### src/smspi_pkg.sv
/*
 * package for the serial memory spi front end: opcodes, status layout,
 * command classes and the header record handed to the memory core.
 * assumes: every user writes smspi_pkg::name, nothing is imported.
 */
package smspi_pkg;
   // ***************************************************************
   // opcodes
   // ***************************************************************
   localparam logic [7:0] OP_SET_LATCH = 8'h06;
   localparam logic [7:0] OP_CLR_LATCH = 8'h04;
   localparam logic [7:0] OP_STAT_RD = 8'h05;
   localparam logic [7:0] OP_STAT_WR = 8'h01;
   localparam logic [7:0] OP_MEM_RD = 8'h03;
   localparam logic [7:0] OP_FAST_RD = 8'h0B;
   localparam logic [7:0] OP_MEM_WR = 8'h02;
   localparam logic [7:0] OP_SLEEP = 8'hB9;
   localparam logic [7:0] OP_ID_RD = 8'h9F;

   // ***************************************************************
   // sizes, positions, reset values
   // ***************************************************************
   localparam int ADDR_W = 14;
   localparam int MEM_DEPTH = 16384;
   localparam int LATCH_BIT = 1;
   localparam logic [7:0] STATUS_RST = 8'h00;
   localparam logic [7:0] STATUS_WR_MASK = 8'h8C;
   localparam logic [3:0] BITS_PER_BYTE = 4'h8;

   // ***************************************************************
   // command classes
   // ***************************************************************
   typedef enum logic [3:0] {
      SMSPI_CMD_NONE,
      SMSPI_CMD_SET_LATCH,
      SMSPI_CMD_CLR_LATCH,
      SMSPI_CMD_STAT_RD,
      SMSPI_CMD_STAT_WR,
      SMSPI_CMD_MEM_RD,
      SMSPI_CMD_FAST_RD,
      SMSPI_CMD_MEM_WR,
      SMSPI_CMD_SLEEP,
      SMSPI_CMD_ID_RD,
      SMSPI_CMD_BAD
   } smspi_cmd_t;

   typedef struct packed {
      smspi_cmd_t cmd;
      logic [ADDR_W-1:0] addr;
   } smspi_hdr_t;
endpackage

### src/smspi_sync.sv
/*
 * two flip-flop synchroniser for one level.
 * assumes: input comes from outside the clock domain.
 */
`timescale 1ns/10ps
module smspi_sync #(
   // reset level matches the idle level of the pin
   parameter logic RST_VAL = 1'b0
) (
   input wire logic clk_i,
   input wire logic rst_n_i,
   input wire logic d_i,
   output logic q_o
);
   logic meta;

   always_ff @(posedge clk_i or negedge rst_n_i) begin
      if (!rst_n_i) begin
         meta <= RST_VAL;
         q_o <= RST_VAL;
      end else begin
         meta <= d_i;
         q_o <= meta;
      end
   end
endmodule

### src/smspi_decode.sv
/*
 * opcode decoder: maps a received byte to a command class.
 * assumes: purely combinational, driven by the shifter of the top.
 */
`timescale 1ns/10ps
module smspi_decode (
   input wire logic [7:0] op_i,
   output smspi_pkg::smspi_cmd_t cmd_o
);
   always_comb begin
      case (op_i)
         smspi_pkg::OP_SET_LATCH: cmd_o = smspi_pkg::SMSPI_CMD_SET_LATCH;
         smspi_pkg::OP_CLR_LATCH: cmd_o = smspi_pkg::SMSPI_CMD_CLR_LATCH;
         smspi_pkg::OP_STAT_RD: cmd_o = smspi_pkg::SMSPI_CMD_STAT_RD;
         smspi_pkg::OP_STAT_WR: cmd_o = smspi_pkg::SMSPI_CMD_STAT_WR;
         smspi_pkg::OP_MEM_RD: cmd_o = smspi_pkg::SMSPI_CMD_MEM_RD;
         smspi_pkg::OP_FAST_RD: cmd_o = smspi_pkg::SMSPI_CMD_FAST_RD;
         smspi_pkg::OP_MEM_WR: cmd_o = smspi_pkg::SMSPI_CMD_MEM_WR;
         smspi_pkg::OP_SLEEP: cmd_o = smspi_pkg::SMSPI_CMD_SLEEP;
         smspi_pkg::OP_ID_RD: cmd_o = smspi_pkg::SMSPI_CMD_ID_RD;
         default: cmd_o = smspi_pkg::SMSPI_CMD_BAD;
      endcase
   end
endmodule

### src/smspi_top.sv
/*
 * spi slave front end of a 16k x 8 serial memory: framing, mode capture,
 * msb-first shifting, opcode decode, address capture, write latch and
 * status register. pins are sampled on SYS_CLK_I after two flip-flops.
 * assumes: sck runs well below a quarter of SYS_CLK_I; memory core and
 * later byte phases are outside and fed through the header and byte ports.
 */
// Notes on behaviour
// - sample serial input on each rising clock edge after select falls.
// - serial output changes only on falling serial clock edges.
// - clock level at select fall picks mode 0 (low) or 3 (high).
// - in mode 3 the first rising edge after toggling samples first.
// - first eight bits are opcode, then address and data bytes.
// - each command starts at select fall; one opcode per select period.
// - with select high, input ignored and output high impedance.
// - all bytes move most significant bit first.
// - two address bytes; only the low 14 bits are kept.
// - unknown opcode: no action, ignore input until next select fall.
// - latch set 06h, latch clear 04h, status read 05h.
// - read 03h, fast read 0Bh, write 02h, status write 01h.
// - sleep B9h, id read 9Fh; nine opcodes in all.
// - write latch is clear after reset, writes disabled; code blocks status writes only, WR_BYTE_STB_O still fires for memory writes.
// - status write data never sets the latch; only latch set sets it.
// - latch cleared at select rise ending clear, status write or write.
// - after latch clear a status read shows the latch flag zero.
// - eight-bit status register holds a flag mirroring the latch.
// - writes finish at bus speed; the block never signals busy.
// - memory array has 16,384 individually addressed bytes.
// - write latch shows in status bit 1: one enabled, zero disabled.
`timescale 1ns/10ps
module smspi_top (
   input wire logic SYS_CLK_I,
   input wire logic RESETN_I,
   input wire logic SPI_SCK_I,
   input wire logic SPI_CSN_I,
   input wire logic SPI_SI_I,
   output logic SPI_SO_O,
   output logic SPI_SO_OEN_O,
   input wire logic [7:0] RD_BYTE_I,
   output logic RD_BYTE_REQ_O,
   output logic [7:0] WR_BYTE_O,
   output logic WR_BYTE_STB_O,
   output smspi_pkg::smspi_hdr_t HDR_O,
   output logic HDR_STB_O,
   output logic [7:0] STATUS_O,
   output logic WRITE_LATCH_FLAG_O,
   output logic MODE3_O,
   output logic BUSY_O
);
   // ***************************************************************
   // pin synchronisers
   // ***************************************************************
   logic sck_s;
   logic csn_s;
   logic si_s;

   smspi_sync u_sync_sck (
      .clk_i(SYS_CLK_I),
      .rst_n_i(RESETN_I),
      .d_i(SPI_SCK_I),
      .q_o(sck_s)
   );
   // select idles high: no false edge after reset
   smspi_sync #(.RST_VAL(1'b1)) u_sync_csn (
      .clk_i(SYS_CLK_I),
      .rst_n_i(RESETN_I),
      .d_i(SPI_CSN_I),
      .q_o(csn_s)
   );
   smspi_sync u_sync_si (
      .clk_i(SYS_CLK_I),
      .rst_n_i(RESETN_I),
      .d_i(SPI_SI_I),
      .q_o(si_s)
   );

   // ***************************************************************
   // edge detection
   // ***************************************************************
   logic sck_d;
   logic csn_d;
   logic csn_init;

   always_ff @(posedge SYS_CLK_I or negedge RESETN_I) begin
      if (!RESETN_I) begin
         sck_d <= 1'b0;
         csn_d <= 1'b1;
         csn_init <= 1'b0;
      end else begin
         sck_d <= sck_s;
         csn_d <= csn_s;
         csn_init <= 1'b1;
      end
   end

   wire cs_fall = csn_init && csn_d && !csn_s;
   wire cs_rise = csn_init && !csn_d && csn_s;
   wire selected = !csn_s && !csn_d;
   wire sck_rise = selected && !sck_d && sck_s;
   wire sck_fall = selected && sck_d && !sck_s;

   // ***************************************************************
   // frame state
   // ***************************************************************
   typedef enum logic [2:0] {
      SMSPI_ST_IDLE,
      SMSPI_ST_OPCODE,
      SMSPI_ST_ADDR_HI,
      SMSPI_ST_ADDR_LO,
      SMSPI_ST_DATA,
      SMSPI_ST_IGNORE
   } smspi_state_t;

   smspi_state_t state;
   smspi_state_t next_state;
   smspi_pkg::smspi_cmd_t cmd;
   smspi_pkg::smspi_cmd_t dec_cmd;
   logic [7:0] shift;
   logic [3:0] bit_cnt;
   logic [7:0] addr_hi;
   logic mode3;
   logic [7:0] status_cfg;
   logic latch;
   logic [7:0] tx;
   logic so;
   logic so_oen;

   wire [7:0] next_byte = {shift[6:0], si_s};
   wire byte_done = sck_rise && (bit_cnt == smspi_pkg::BITS_PER_BYTE - 4'h1);
   wire hdr_cmd = (dec_cmd == smspi_pkg::SMSPI_CMD_MEM_RD) ||
                  (dec_cmd == smspi_pkg::SMSPI_CMD_FAST_RD) ||
                  (dec_cmd == smspi_pkg::SMSPI_CMD_MEM_WR);
   wire data_cmd = (dec_cmd == smspi_pkg::SMSPI_CMD_STAT_RD) ||
                   (dec_cmd == smspi_pkg::SMSPI_CMD_STAT_WR) ||
                   (dec_cmd == smspi_pkg::SMSPI_CMD_ID_RD);
   wire reads_out = (cmd == smspi_pkg::SMSPI_CMD_STAT_RD) ||
                    (cmd == smspi_pkg::SMSPI_CMD_MEM_RD) ||
                    (cmd == smspi_pkg::SMSPI_CMD_FAST_RD) ||
                    (cmd == smspi_pkg::SMSPI_CMD_ID_RD);
   wire [7:0] status_view = {status_cfg[7:2], latch, 1'b0};

   smspi_decode u_decode (
      .op_i(next_byte),
      .cmd_o(dec_cmd)
   );

   always_comb begin
      next_state = state;
      case (state)
         SMSPI_ST_IDLE: begin
            next_state = state;
         end
         SMSPI_ST_OPCODE: begin
            if (byte_done) begin
               if (dec_cmd == smspi_pkg::SMSPI_CMD_BAD) begin
                  next_state = SMSPI_ST_IGNORE;
               end else if (hdr_cmd) begin
                  next_state = SMSPI_ST_ADDR_HI;
               end else if (data_cmd) begin
                  next_state = SMSPI_ST_DATA;
               end else begin
                  next_state = SMSPI_ST_IGNORE;
               end
            end
         end
         SMSPI_ST_ADDR_HI: begin
            if (byte_done) begin
               next_state = SMSPI_ST_ADDR_LO;
            end
         end
         SMSPI_ST_ADDR_LO: begin
            if (byte_done) begin
               next_state = SMSPI_ST_DATA;
            end
         end
         SMSPI_ST_DATA: begin
            next_state = state;
         end
         SMSPI_ST_IGNORE: begin
            next_state = state;
         end
         default: begin
            next_state = SMSPI_ST_IDLE;
         end
      endcase
      if (cs_fall) begin
         next_state = SMSPI_ST_OPCODE;
      end else if (csn_s) begin
         next_state = SMSPI_ST_IDLE;
      end
   end

   always_ff @(posedge SYS_CLK_I or negedge RESETN_I) begin
      if (!RESETN_I) begin
         state <= SMSPI_ST_IDLE;
      end else begin
         state <= next_state;
      end
   end

   // ***************************************************************
   // mode capture and bit shifter
   // ***************************************************************
   wire shifting = (state != SMSPI_ST_IDLE) && (state != SMSPI_ST_IGNORE);

   always_ff @(posedge SYS_CLK_I or negedge RESETN_I) begin
      if (!RESETN_I) begin
         mode3 <= 1'b0;
         shift <= 8'h00;
         bit_cnt <= 4'h0;
      end else if (cs_fall) begin
         mode3 <= sck_s;
         bit_cnt <= 4'h0;
      end else if (shifting && sck_rise) begin
         // a mode 3 idle-high clock gives no rising edge until it toggles
         shift <= next_byte;
         bit_cnt <= byte_done ? 4'h0 : bit_cnt + 4'h1;
      end
   end

   // ***************************************************************
   // command, address and data bytes
   // ***************************************************************
   wire in_opcode = (state == SMSPI_ST_OPCODE) && byte_done;
   wire in_addr_lo = (state == SMSPI_ST_ADDR_LO) && byte_done;
   wire in_data = (state == SMSPI_ST_DATA) && byte_done;

   always_ff @(posedge SYS_CLK_I or negedge RESETN_I) begin
      if (!RESETN_I) begin
         cmd <= smspi_pkg::SMSPI_CMD_NONE;
         addr_hi <= 8'h00;
         HDR_O <= '0;
         HDR_STB_O <= 1'b0;
         WR_BYTE_O <= 8'h00;
         WR_BYTE_STB_O <= 1'b0;
      end else begin
         HDR_STB_O <= 1'b0;
         WR_BYTE_STB_O <= 1'b0;
         if (cs_fall) begin
            cmd <= smspi_pkg::SMSPI_CMD_NONE;
         end else if (in_opcode) begin
            cmd <= dec_cmd;
         end
         if ((state == SMSPI_ST_ADDR_HI) && byte_done) begin
            addr_hi <= next_byte;
         end
         if (in_addr_lo) begin
            // upper two address bits dropped
            HDR_O <= {cmd, addr_hi[5:0], next_byte};
            HDR_STB_O <= 1'b1;
         end
         if (in_data && !reads_out) begin
            WR_BYTE_O <= next_byte;
            WR_BYTE_STB_O <= 1'b1;
         end
      end
   end

   // ***************************************************************
   // write latch and status register
   // ***************************************************************
   wire stat_wr_ok = in_data && (cmd == smspi_pkg::SMSPI_CMD_STAT_WR) && latch;
   wire latch_set = cs_rise && (cmd == smspi_pkg::SMSPI_CMD_SET_LATCH);
   wire latch_clr = cs_rise && ((cmd == smspi_pkg::SMSPI_CMD_CLR_LATCH) ||
                                (cmd == smspi_pkg::SMSPI_CMD_STAT_WR) ||
                                (cmd == smspi_pkg::SMSPI_CMD_MEM_WR));

   always_ff @(posedge SYS_CLK_I or negedge RESETN_I) begin
      if (!RESETN_I) begin
         latch <= 1'b0;
         status_cfg <= smspi_pkg::STATUS_RST;
      end else begin
         if (latch_set) begin
            latch <= 1'b1;
         end else if (latch_clr) begin
            latch <= 1'b0;
         end
         if (stat_wr_ok) begin
            // only writable config bits; latch position masked off
            status_cfg <= next_byte & smspi_pkg::STATUS_WR_MASK;
         end
      end
   end

   // ***************************************************************
   // serial output
   // ***************************************************************
   wire out_active = (state == SMSPI_ST_DATA) && reads_out;
   wire load_tx = sck_fall && (bit_cnt == 4'h0);

   always_ff @(posedge SYS_CLK_I or negedge RESETN_I) begin
      if (!RESETN_I) begin
         tx <= 8'h00;
         so <= 1'b0;
         so_oen <= 1'b1;
         RD_BYTE_REQ_O <= 1'b0;
      end else begin
         RD_BYTE_REQ_O <= 1'b0;
         if (!out_active) begin
            so_oen <= 1'b1;
         end else if (load_tx) begin
            so <= (cmd == smspi_pkg::SMSPI_CMD_STAT_RD) ? status_view[7] : RD_BYTE_I[7];
            tx <= (cmd == smspi_pkg::SMSPI_CMD_STAT_RD) ? {status_view[6:0], 1'b0} :
                  {RD_BYTE_I[6:0], 1'b0};
            so_oen <= 1'b0;
            RD_BYTE_REQ_O <= (cmd != smspi_pkg::SMSPI_CMD_STAT_RD);
         end else if (sck_fall) begin
            so <= tx[7];
            tx <= {tx[6:0], 1'b0};
         end
      end
   end

   assign SPI_SO_O = so;
   assign SPI_SO_OEN_O = so_oen;
   assign STATUS_O = status_view;
   assign WRITE_LATCH_FLAG_O = latch;
   assign MODE3_O = mode3;
   assign BUSY_O = 1'b0;
endmodule

### config.mk
export PLATFORM = sky130hd
export DESIGN_NAME = smspi_top
export DESIGN_NICKNAME = d
export VERILOG_FILES = /design/src/smspi_pkg.sv /design/src/smspi_sync.sv /design/src/smspi_decode.sv /design/src/smspi_top.sv
export SDC_FILE = /design/constraint.sdc
export NUM_CORES = 1
export LEC_CHECK = 0
export ABC_AREA = 1
export BUFFER_PORTS_ARGS = -buffer_cell sky130_fd_sc_hd__buf_2
export CORE_ASPECT_RATIO = 0.7
export CORE_MARGIN = 3
export CORE_UTILIZATION = 50
export CTS_BUF_LIST = sky130_fd_sc_hd__clkbuf_2 sky130_fd_sc_hd__clkbuf_4 sky130_fd_sc_hd__clkbuf_8
export CTS_CLUSTER_DIAMETER = 120
export DETAILED_ROUTE_END_ITERATION = 16
export GPL_TIMING_DRIVEN = 0
export PLACE_DENSITY_LB_ADDON = 0.12
export REMOVE_ABC_BUFFERS = 1
export SLEW_MARGIN = 40
export SYNTH_ARGS = -nofsm -noshare
export SYNTH_HDL_FRONTEND = slang
export SYNTH_HIERARCHICAL = 1
export SYNTH_SLANG_ARGS = --single-unit
### constraint.sdc
create_clock -name SYS_CLK_I -period 1.4 [get_ports SYS_CLK_I]
set_input_delay 0.14 -clock SYS_CLK_I [delete_from_list [all_inputs] [get_ports SYS_CLK_I]]
set_output_delay 0.14 -clock SYS_CLK_I [all_outputs]
set_load 0.01 [all_outputs]
After elaboration in Yosys (flattened, before gate mapping)
Cells that the tools add are included.
{"block": "word_totals", "reg_bits": 77, "elab_cells": 142}
{"block": "op_classes", "n_addsub": 1, "eq_ne": 37, "mux": 29, "bitwise_logic": 1, "n_reduce_logical": 48}
{"op": "4-bit by 3-bit == test with 1-bit output (second input constant)", "n": 9}
{"op": "4-bit case mux with 9 select lines", "n": 1}
{"op": "8-bit by 3-bit == test with 1-bit output (second input constant)", "n": 3}
{"op": "8-bit 2-to-1 mux", "n": 3}
{"op": "1-bit logical AND", "n": 23}
{"op": "3-bit 2-to-1 mux", "n": 7}
{"op": "4-bit 2-to-1 mux", "n": 5}
{"op": "8-bit by 2-bit == test with 1-bit output (second input constant)", "n": 2}
{"op": "8-bit == test (second input constant)", "n": 2}
{"op": "4-bit by 2-bit == test with 1-bit output (second input constant)", "n": 3}
{"op": "4-bit == test (second input constant)", "n": 3}
{"op": "1-bit 2-to-1 mux", "n": 12}
{"op": "4-bit by 3-bit inequality test with 1-bit output (second input constant)", "n": 3}
{"op": "3-bit case mux with 4 select lines", "n": 1}
{"op": "1-bit logical OR", "n": 9}
{"op": "8-bit by 1-bit == test with 1-bit output (second input constant)", "n": 1}
{"op": "8-bit by 4-bit == test with 1-bit output (second input constant)", "n": 1}
{"op": "2-bit nonzero test", "n": 4}
{"op": "3-bit by 2-bit == test with 1-bit output (second input constant)", "n": 2}
{"op": "3-bit == test (second input constant)", "n": 2}
{"op": "1-bit logical NOT", "n": 5}
{"op": "4-bit by 1-bit adder with 4-bit output (second input constant)", "n": 1}
{"op": "4-bit by 1-bit == test with 1-bit output (second input constant)", "n": 1}
{"op": "4-bit logical NOT", "n": 1}
{"op": "11 further kinds", "n": 12}

Longest topological paths before layout
Gate-level depths: netlist (run 1).
{"block": "depth", "depth_word": 12, "depth_mapped": 16}

Modules after synthesis
The synthesis (run 1) kept the hierarchy.
{"module": "smspi_top", "instances": 1, "cells_per_inst": 372, "area_each_um2": 3250.6, "seq_area_each_um2": 1754.2}
{"module": "smspi_decode", "instances": 1, "cells_per_inst": 54, "area_each_um2": 227.7, "seq_area_each_um2": 0.0}
{"module": "smspi_sync (u_sync_sck ...)", "instances": 2, "cells_per_inst": 2, "area_each_um2": 50.0, "seq_area_each_um2": 50.0}
{"module": "smspi_sync (u_sync_csn)", "instances": 1, "cells_per_inst": 2, "area_each_um2": 52.6, "seq_area_each_um2": 52.6}

Worst setup path after synthesis (run 1)
Ideal clock, no wire load.
{"block": "synth_timing", "kind": "register -> register", "startpoint": "register shift[3]", "endpoint": "register state[0]", "setup_time_ns": 0.065, "arrival_time_ns": 1.439, "required_time_ns": 1.335, "setup_slack_ns": -0.104, "path_stages_with_launch": 16, "path_buffers": 0, "cell_sequence": "dfrtp_1 > inv_2 > nand2_2 > nor2_4 > nand2_1 > nand2_2 > nor2_2 > nand2_2 > nand2_1 > o21ai_0 > nand2_1 > nand2_1 > nand2_1 > nand2_1 > nand3_1 > nand2_1"}
{"block": "synth_between", "elab_chain_cells": 12}
{"item": "from (decl)", "line_no": "smspi_top.sv:118", "source": "logic [7:0] shift;"}
{"item": "from (signal assigned)", "line_no": "smspi_top.sv:216", "source": "shift <= next_byte;"}
{"item": "8-bit == test, or another cell as far along", "line_no": "smspi_decode.sv:11", "source": "case (op_i)"}
{"item": "4-bit case mux with 9 select lines *", "line_no": "smspi_decode.sv:11"}
{"item": "net dec_cmd[1]", "line_no": "smspi_top.sv:117", "source": "smspi_pkg::smspi_cmd_t dec_cmd;"}
{"item": "4-bit by 2-bit == test with 1-bit output / 4-bit by 3-bit == test with 1-bit output (equally long branches)", "line_no": "smspi_top.sv:133, smspi_top.sv:134"}
{"item": "1-bit logical OR", "line_no": "smspi_top.sv:133", "source": "wire data_cmd = (dec_cmd == smspi_pkg::SMSPI_CMD_STAT_RD) ||"}
{"item": "1-bit logical OR", "line_no": "smspi_top.sv:134", "source": "(dec_cmd == smspi_pkg::SMSPI_CMD_STAT_WR) ||"}
{"item": "1-bit 2-to-1 mux", "line_no": "smspi_top.sv:159", "source": "end else if (data_cmd) begin"}
{"item": "3-bit 2-to-1 mux", "line_no": "smspi_top.sv:157", "source": "end else if (hdr_cmd) begin"}
{"item": "3-bit 2-to-1 mux *", "line_no": "smspi_top.sv:155", "source": "if (dec_cmd == smspi_pkg::SMSPI_CMD_BAD) begin"}
{"item": "3-bit 2-to-1 mux *", "line_no": "smspi_top.sv:154", "source": "if (byte_done) begin"}
{"item": "3-bit case mux with 4 select lines *", "line_no": "smspi_top.sv:149", "source": "case (state)"}
{"item": "3-bit 2-to-1 mux *", "line_no": "smspi_top.sv:188", "source": "end else if (csn_s) begin"}
{"item": "3-bit 2-to-1 mux *", "line_no": "smspi_top.sv:186", "source": "if (cs_fall) begin"}
{"item": "to (signal assigned)", "line_no": "smspi_top.sv:197", "source": "state <= next_state;"}
{"item": "to (decl)", "line_no": "smspi_top.sv:114", "source": "smspi_state_t state;"}
Mark *: on every way through the listed nets, which the timed path passes. The rest lies on a longest branch. The select of a mux whose other input is x is not followed.
A chain may end at the register's enable or synchronous reset.

Worst setup path in the final report (run 1)
{"block": "layout_timing", "startpoint": "register shift[4]", "endpoint": "register state[0]"}
The elaborated chain is that of the path after synthesis.

==> metrics.md, run 1 <==
| Metric | Value |
|---|---|
| Worst endpoint required time | `1.66 ns` |
| Sequential cell area | `~0.0019 sq mm` |
| Max-cap violations | `0` |
| Total Power | `4.68 mW` |
| Share of the synthesized area in the top cell type | `0.496` |
| CP max FO | `6` |
| Main combinational cell family by area after synthesis | `simple AND/OR/NAND/NOR gates` |
| Wirelength per Cell | `15.7 microns` |
| Core Region | `0.00688 sq mm` |
| Largest cells by area after synthesis | `dfrtp_1 50%, nand2_1 15%, nand3_1 4.5%` |
| Fin. max-slew vios | `0` |
| Cell Rows | `25` |
| Final setup fails | `56` |
| Number of remaining DRC errors | `0` |
| Iteration-0 DRC Markers | `228` |
| Multi-input gate area | `0.00197 sq mm` |
| RSZ-0062 raised after global routing | `yes` |
| Total track usage | `0.235` |
| Final Cycle Share | `1.27` |
| Critical-path cell list | `inv_2 -> nand2_2 -> nor2_4 -> nand2_2 -> nand2_2 -> nor2_2 -> nand2_2 -> nand2_2 -> inv_2 -> o21ai_2 -> nand2_1 -> nand2_1 -> nand2_1 -> nand2_1 -> nand3_1 -> nand2_1` |
| CTS tree | `done` |
| Post-Syn Area per Cell | `8.41 sq um` |
| Fillcell total | `~480` |
| Nets | `546` |
| Slowest stage cell, crit path | `dfrtp_2` |
| Met1 usage | `0.332` |
| Cts bufs inserted | `9` |
| Bufs on Longest Clock Path | `2` |
| Synthesis-to-layout area growth | `42.1%` |
| Yosys reg bits | `76` |
| Final Hold Viols | `0` |
| Lkg Pwr | `approximately 2.4 nW` |
| Via/cell ratio | `between 5 and 6` |
| Synth Area in Adders | `0.00689` |
| Worst VDD drop | `0.000716 V` |
| Simple-Gate Fraction of Synth Area | `0.290` |
| Reg clk slew, reported paths | `0.09 ns` |
| Arrival time worst endpoint | `~2.0 ns` |
| Hold WC Path Type | `in -> reg` |
| Post-layout util | `0.750` |
| Status | `finished, violations left` |
| DR pass1 iterations | `7` |
| Diodes inserted | `0` |
| Commonest cells after routing, fill and taps aside | `93 x nand2_1, 65 x dfrtp_1, 48 x nand2_2, 48 x buf_2, 27 x nand3_1` |
| Die area | `0.00834 sq mm` |
| Post-DP HPWL | `5.31 mm` |
| Boundary Pins | `55` |
| Final Wtd Congestion | `0.907` |
| Crit path kind | `reg -> reg` |
| Fmax | `about 0.56 GHz` |
| Ys Warns | `6` |
| CP startpoint kind | `flip-flop` |
| Area leader, netlist | `dfrtp_1` |
| Failing checks | `setup timing` |
| Share of cells above drive strength 1 | `0.485` |
| GR Overflow Total | `0` |
| Initial antenna violation count | `0` |
| Pin count of the biggest net entering global routing | `52` |
| Die Y | `77.3 microns` |
| Vias | `3361` |
| Minimum clock period | `approximately 1.8 ns` |
| Commonest non-fill, non-tap cell in the layout | `nand2_1` |
| Post-synthesis mux area share | `0` |
| Power Density | `907 mW/mm^2` |
| Met3 usage | `0.0505` |
| Synth Area in XOR/XNOR | `0.00482` |
| CP max stage delay | `0.44 ns` |
| IO buf count | `49` |
| Post-DRT Antenna Nets | `0` |
| Clock Latency Late Sink | `0.36 ns` |
| Most Crowded Layer GR | `met2` |
| Clk_skew | `around 0.0080 ns` |
| Initial Util | `0.528` |
| Mapped Cells | `432` |
| WP buf/inv | `2` |
| Width of the die | `approximately 110 microns` |
| Clk sinks | `76` |
| Yosys cell types | `33` |
| First-pass GRT wire length | `15.2 mm` |
| Post-synthesis sequential area ratio | `0.525` |
| Cell area after synthesis | `0.00363 sq mm` |
| WL final | `9.89 mm` |
| Setup WS post-layout | `-0.383 ns` |
| GR Layer Usage met2 | `0.362` |
| Root buffer cell | `clkbuf_8` |
| H-tree Lvls | `3` |
| CP endpoint kind | `flip-flop` |
| Crit path max-delay family | `simple AND/OR/NAND/NOR gates` |
| Vias in the first global route | `about 3100` |
| Compound-Gate Fraction of Synth Area | `0.0958` |
## cell families (layout without fill, tap and decap cells)
family	after synthesis	count (layout)
compound gates	60	61
xor+xnor	2	2
fa+ha+maj	2	2
buf+inv	59	154
flops	76	76
other cells	2	6
simple gates	231	235
## synth_stat cells, drive strengths merged
cell type	number
nand2	156
nor4	1
inv	44
dfrtp	72
nor2	32
o21ai	52
a21oi	5
buf	14
clkinv	1
dfstp	4
nand3	37
nand3b	1
nor3	1
conb	2
xnor2	1
o22ai	1
nand4	3
ha	2
xor2	1
o211ai	2
## metrics by stage
step	setup TNS [ns]	hold slack [ns]	cells	area, sq um	setup WS, ns
after global placement	-40.56	0.246	565	3910	-0.965
after floorplan	-6.06	-0.156	422	3540	-0.441
after detailed placement	-13.45	0.0156	566	3940	-0.579
final	-9.94	0.145	630	5160	-0.383
after global routing	-13.85	0.159	630	5160	-0.505
after CTS	-5.95	0.140	613	4740	-0.267
## state kept, by name, indices dropped and copies added, names as in the netlist, 3 cells and up
name and cells:
status_cfg 3, WR_BYTE_O 8, state 3, HDR_O 18
addr_hi 6, tx 7, bit_cnt 4, shift 7
cmd 4
## path summary, 6_finish.rpt
check                                from            end  slack [ns]  cells after the start
setup reg to reg                 shift[4]       state[0]       -0.38                     16
setup / recovery                 shift[4]       state[0]       -0.38                     16
hold / removal               RD_BYTE_I[4]          tx[5]        0.14                      5
hold reg to reg            u_sync_si/meta  u_sync_si/q_o        0.35                      0
min in group asynchronous        RESETN_I   WR_BYTE_O[3]        0.20                      2
max in group asynchronous        RESETN_I          csn_d        0.61                      3
## what timing repair did
| item | CTS | global route |
|---|---|---|
| gates resized for setup | 77 | 88 |
| setup endpoints to repair | 60 | 65 |
| setup buffers | 20 | 18 |
| hold buffers | 5 | 0 |
| cloned | 6 | 1 |
| pin swaps | 16 | 25 |
| endpoints found under the hold margin | 77 | 0 |
## worst register-to-register path, delay by kind of cell (launching register included)
| kind | cells | cell delay [ns] |
|---|---|---|
| AO/OA/AOI/OAI | 1 | 0.06 |
| flip-flops | 1 | 0.44 |
| AND/OR/NAND/NOR | 13 | 1.04 |
| buffers and inverters | 2 | 0.15 |
## power breakdown
group	total (mW)	internal (mW)	switching [mW]
Sequential	2.29	2.24	0.0485
Clock	1.76	0.854	0.908
Combinational	0.628	0.254	0.374
Total	4.68	3.35	1.33
## cell type report
class | instances | share of cell area
clock buffer | 9 | 0.0240
clock inverter | 7 | 0.0160
inverter | 45 | 0.0403
multi-input combinational | 306 | 0.382
sequential | 76 | 0.371
tap | 94 | 0.0228
timing repair buffer | 93 | 0.144
## metal layers
metal  share of wire  wire length, microns
met5               0                     0
met4           0.016                   163
met3           0.065                   644
met2            0.48                  4700
met1            0.44                  4380
Power figures use the tool's default switching activity.
==> run 2, diff against run 1 <==
--- a/config.mk
+++ b/config.mk
@@ -7,7 +7,6 @@
 export LEC_CHECK = 0
 export ABC_AREA = 1
 export BUFFER_PORTS_ARGS = -buffer_cell sky130_fd_sc_hd__buf_2
-export CORE_ASPECT_RATIO = 0.7
 export CORE_MARGIN = 3
 export CORE_UTILIZATION = 50
 export CTS_BUF_LIST = sky130_fd_sc_hd__clkbuf_2 sky130_fd_sc_hd__clkbuf_4 sky130_fd_sc_hd__clkbuf_8
==> constraint.sdc (replaced) <==
create_clock -name SYS_CLK_I -period 1.9 [get_ports SYS_CLK_I]
set_input_delay 0.19 -clock SYS_CLK_I [delete_from_list [all_inputs] [get_ports SYS_CLK_I]]
set_output_delay 0.19 -clock SYS_CLK_I [all_outputs]
set_load 0.01 [all_outputs]
==> run 2 against run 1 <==
The flow now finishes without violations. Via count down 14%. Critical path depth down 4. Power down 33%. Utilization down 14 points. Sequential power down 27%. Cell area down 19%. Count of clock-buffer cells in the layout unchanged. Routed wire length down 28%. Die area down 0.20%. Critical endpoint is now state[1]. Largest cell class is now sequential cells.
==> metrics.md, run 2 (same netlist as run 1, synthesis figures left out) <==
| Metric | Value |
|---|---|
| Initial antenna violation count | `0 (unchanged)` |
| Final Cycle Share | `0.890 (-0.383)` |
| Die Y | `91.2 microns (+18%)` |
| Number of flip-flops under the largest register name | `18 (unchanged)` |
| Final Hold Viols | `0 (unchanged)` |
| Cell Rows | `30 (+20%)` |
| Fmax | `0.591 GHz (+5.4%)` |
| Final worst hold slack | `0.0600 ns (-0.0846 ns)` |
| Crit path kind | `reg -> reg` |
| Slowest stage cell, crit path | `dfrtp_1` |
| Total Power | `3.16 mW (-33%)` |
| Power Density | `754 mW/mm^2 (-17%)` |
| Worst VDD drop | `0.000450 V (-37%)` |
| Commonest non-fill, non-tap cell in the layout | `nand2_1` |
| Hold WC Path Type | `in -> reg` |
| Final setup fails | `0 (-100%)` |
| IO buf count | `49 (unchanged)` |
| Clock Latency Late Sink | `0.35 ns (about the same)` |
| Diodes inserted | `0 (unchanged)` |
| Status | `finished clean` |
| Reg2reg end | `state[1]` |
| Cell mode on critical path | `nand2_2` |
| Max-cap violations | `0 (unchanged)` |
| GR Overflow Total | `0 (unchanged)` |
| Wirelength per Cell | `12.2 microns (-22%)` |
| Largest register by flop count | `HDR_O` |
| CP endpoint kind | `flip-flop` |
| Worst r2r src | `shift[6]` |
| Arrival time worst endpoint | `1.92 ns (-0.12 ns)` |
| Critical path endpoint | `state[1]` |
| Core Region | `0.00691 sq mm (+0.36%)` |
| Boundary Pins | `55 (unchanged)` |
| Synthesis-to-layout area growth | `15.3%` |
| Initial Util | `0.526 (-0.00191)` |
| CTS tree | `done` |
| Worst setup path startpoint | `shift[6]` |
| WL final | `7.17 mm (-28%)` |
| Clk sinks | `76 (unchanged)` |
| RSZ-0062 raised after global routing | `no` |
| Worst endpoint required time | `2.13 ns (+0.47 ns)` |
| Iteration-0 DRC Markers | `163 (-29%)` |
| CP startpoint kind | `flip-flop` |
| Vias | `2893 (-14%)` |
| Minimum clock period | `1.69 ns (-0.0917 ns)` |
| First-pass GRT wire length | `12.4 mm (-18%)` |
| Final Wtd Congestion | `0.793 (-13%)` |
| DR pass1 iterations | `4 (-3)` |
| Commonest cells after routing, fill and taps aside | `143 x nand2_1, 70 x dfrtp_1, 48 x buf_2` |
| Nets | `502 (-8.1%)` |
| Vias in the first global route | `2680 (-14%)` |
| Post-DP HPWL | `5.06 mm (-4.8%)` |
| Clk_skew | `0.00833 ns (+0.000291 ns)` |
| Lkg Pwr | `2.14 nW (-12%)` |
| Post-DRT Antenna Nets | `0 (unchanged)` |
| Cts bufs inserted | `9 (unchanged)` |
| Worst Hold Launch | `RD_BYTE_I[0]` |
| Root buffer cell | `clkbuf_8` |
| H-tree Lvls | `3 (unchanged)` |
| R2R Setup Slk | `0.21 ns (+0.59 ns)` |
| Via/cell ratio | `4.93 (-7.6%)` |
| CP max FO | `7 (+1)` |
| Pin count of the biggest net entering global routing | `45 (-13%)` |
| CP max stage delay | `0.43 ns (about the same)` |
| Reg clk slew, reported paths | `0.08 ns (about the same)` |
| Critical-path cell list | `inv_1 -> nand2_2 -> nor2_4 -> nand2_1 -> nand2_2 -> nor2_2 -> nand2_2 -> nand2_2 -> o211ai_1 -> nor2_1 -> nor2_1 -> o21ai_1` |
| R2R depth | `12 (-4)` |
| Post-CTS Setup Bufs | `0 (-100%)` |
| Width of the die | `91.2 microns (-15%)` |
| Total track usage | `0.183 (-0.0523)` |
| Die area | `0.00832 sq mm (-0.20%)` |
| Largest registers | `HDR_O (18), WR_BYTE_O (8)` |
| Fin. max-slew vios | `0 (unchanged)` |
| Bufs on Longest Clock Path | `2 (unchanged)` |
| Post-layout util | `0.606 (-0.143)` |
| Share of cells above drive strength 1 | `0.251 (-0.235)` |
| Number of remaining DRC errors | `0 (unchanged)` |
==> run 2: cell count changes in the layout (fill, tap and decap cells not counted), moves of 8 or more <==
cell / previous run / this run
nand2_2: 48 / 11
nand2_4: 14 / 2
buf_4: 25 / 0
o21ai_2: 23 / 9
o21ai_0: 12 / 20
nor2_1: 13 / 23
nand2_1: 93 / 143
==> run 2: metal layers <==
metal  wire length, microns  global-route usage
met1                   3480               0.255
met2                   3250               0.284
met4                     54              0.0528
met3                    385              0.0456
met5                      0                   0
==> run 2: critical path: cells and delay by family, from the launching register on <==
family | cells | cell delay, ns
flops | 1 | 0.43
simple gates | 9 | 0.77
compound gates | 2 | 0.28
buf+inv | 1 | 0.09
==> run 2: worst min-delay path by stage <==
stage,to,slack [ns],cells after the start
floorplan,HDR_O[0],-0.11,0
global placement,u_sync_csn/meta,0.30,1
finish,tx[1],0.06,3
global route,tx[1],0.07,3
CTS,tx[1],0.04,3
detailed placement,HDR_STB_O,0.09,1
==> run 2: cell type report <==
cell class              instances  area [sq um]
fillers                       671          2720
multi-input cells             301          1490
well taps                      96           120
clock buffers                   9           124
repair buffers                 54           312
inverters                      45           170
clock inverters                 6          65.1
flip-flops and latches         76          1910
==> run 2: timing repair <==
action,in CTS,in global routing
hold buffers,4,0
gates resized for setup,1,12
pin swaps,0,2
endpoints found under the setup margin,6,3
cloned,0,0
endpoints found under the hold margin,35,0
==> run 2: through the flow <==
stage / setup WS, ns / area (sq um) / TNS, ns / instances
floorplan: 0.0587 / 3540 / 0 / 422
global placement: -0.413 / 3910 / -4.09 / 567
detailed placement: -0.0208 / 3940 / -0.0961 / 568
CTS: 0.170 / 4170 / 0 / 587
global route: 0.00290 / 4190 / 0 / 587
finish: 0.208 / 4190 / 0 / 587
==> run 2: where the power goes <==
part / switching, mW / internal [mW] / total [mW] / leakage [nW]
Sequential: 0.0310 / 1.65 / 1.68 / 0.986
Clock: 0.608 / 0.601 / 1.21 / 0.0955
Combinational: 0.176 / 0.0906 / 0.266 / 1.05
Total: 0.815 / 2.34 / 3.16 / 2.14
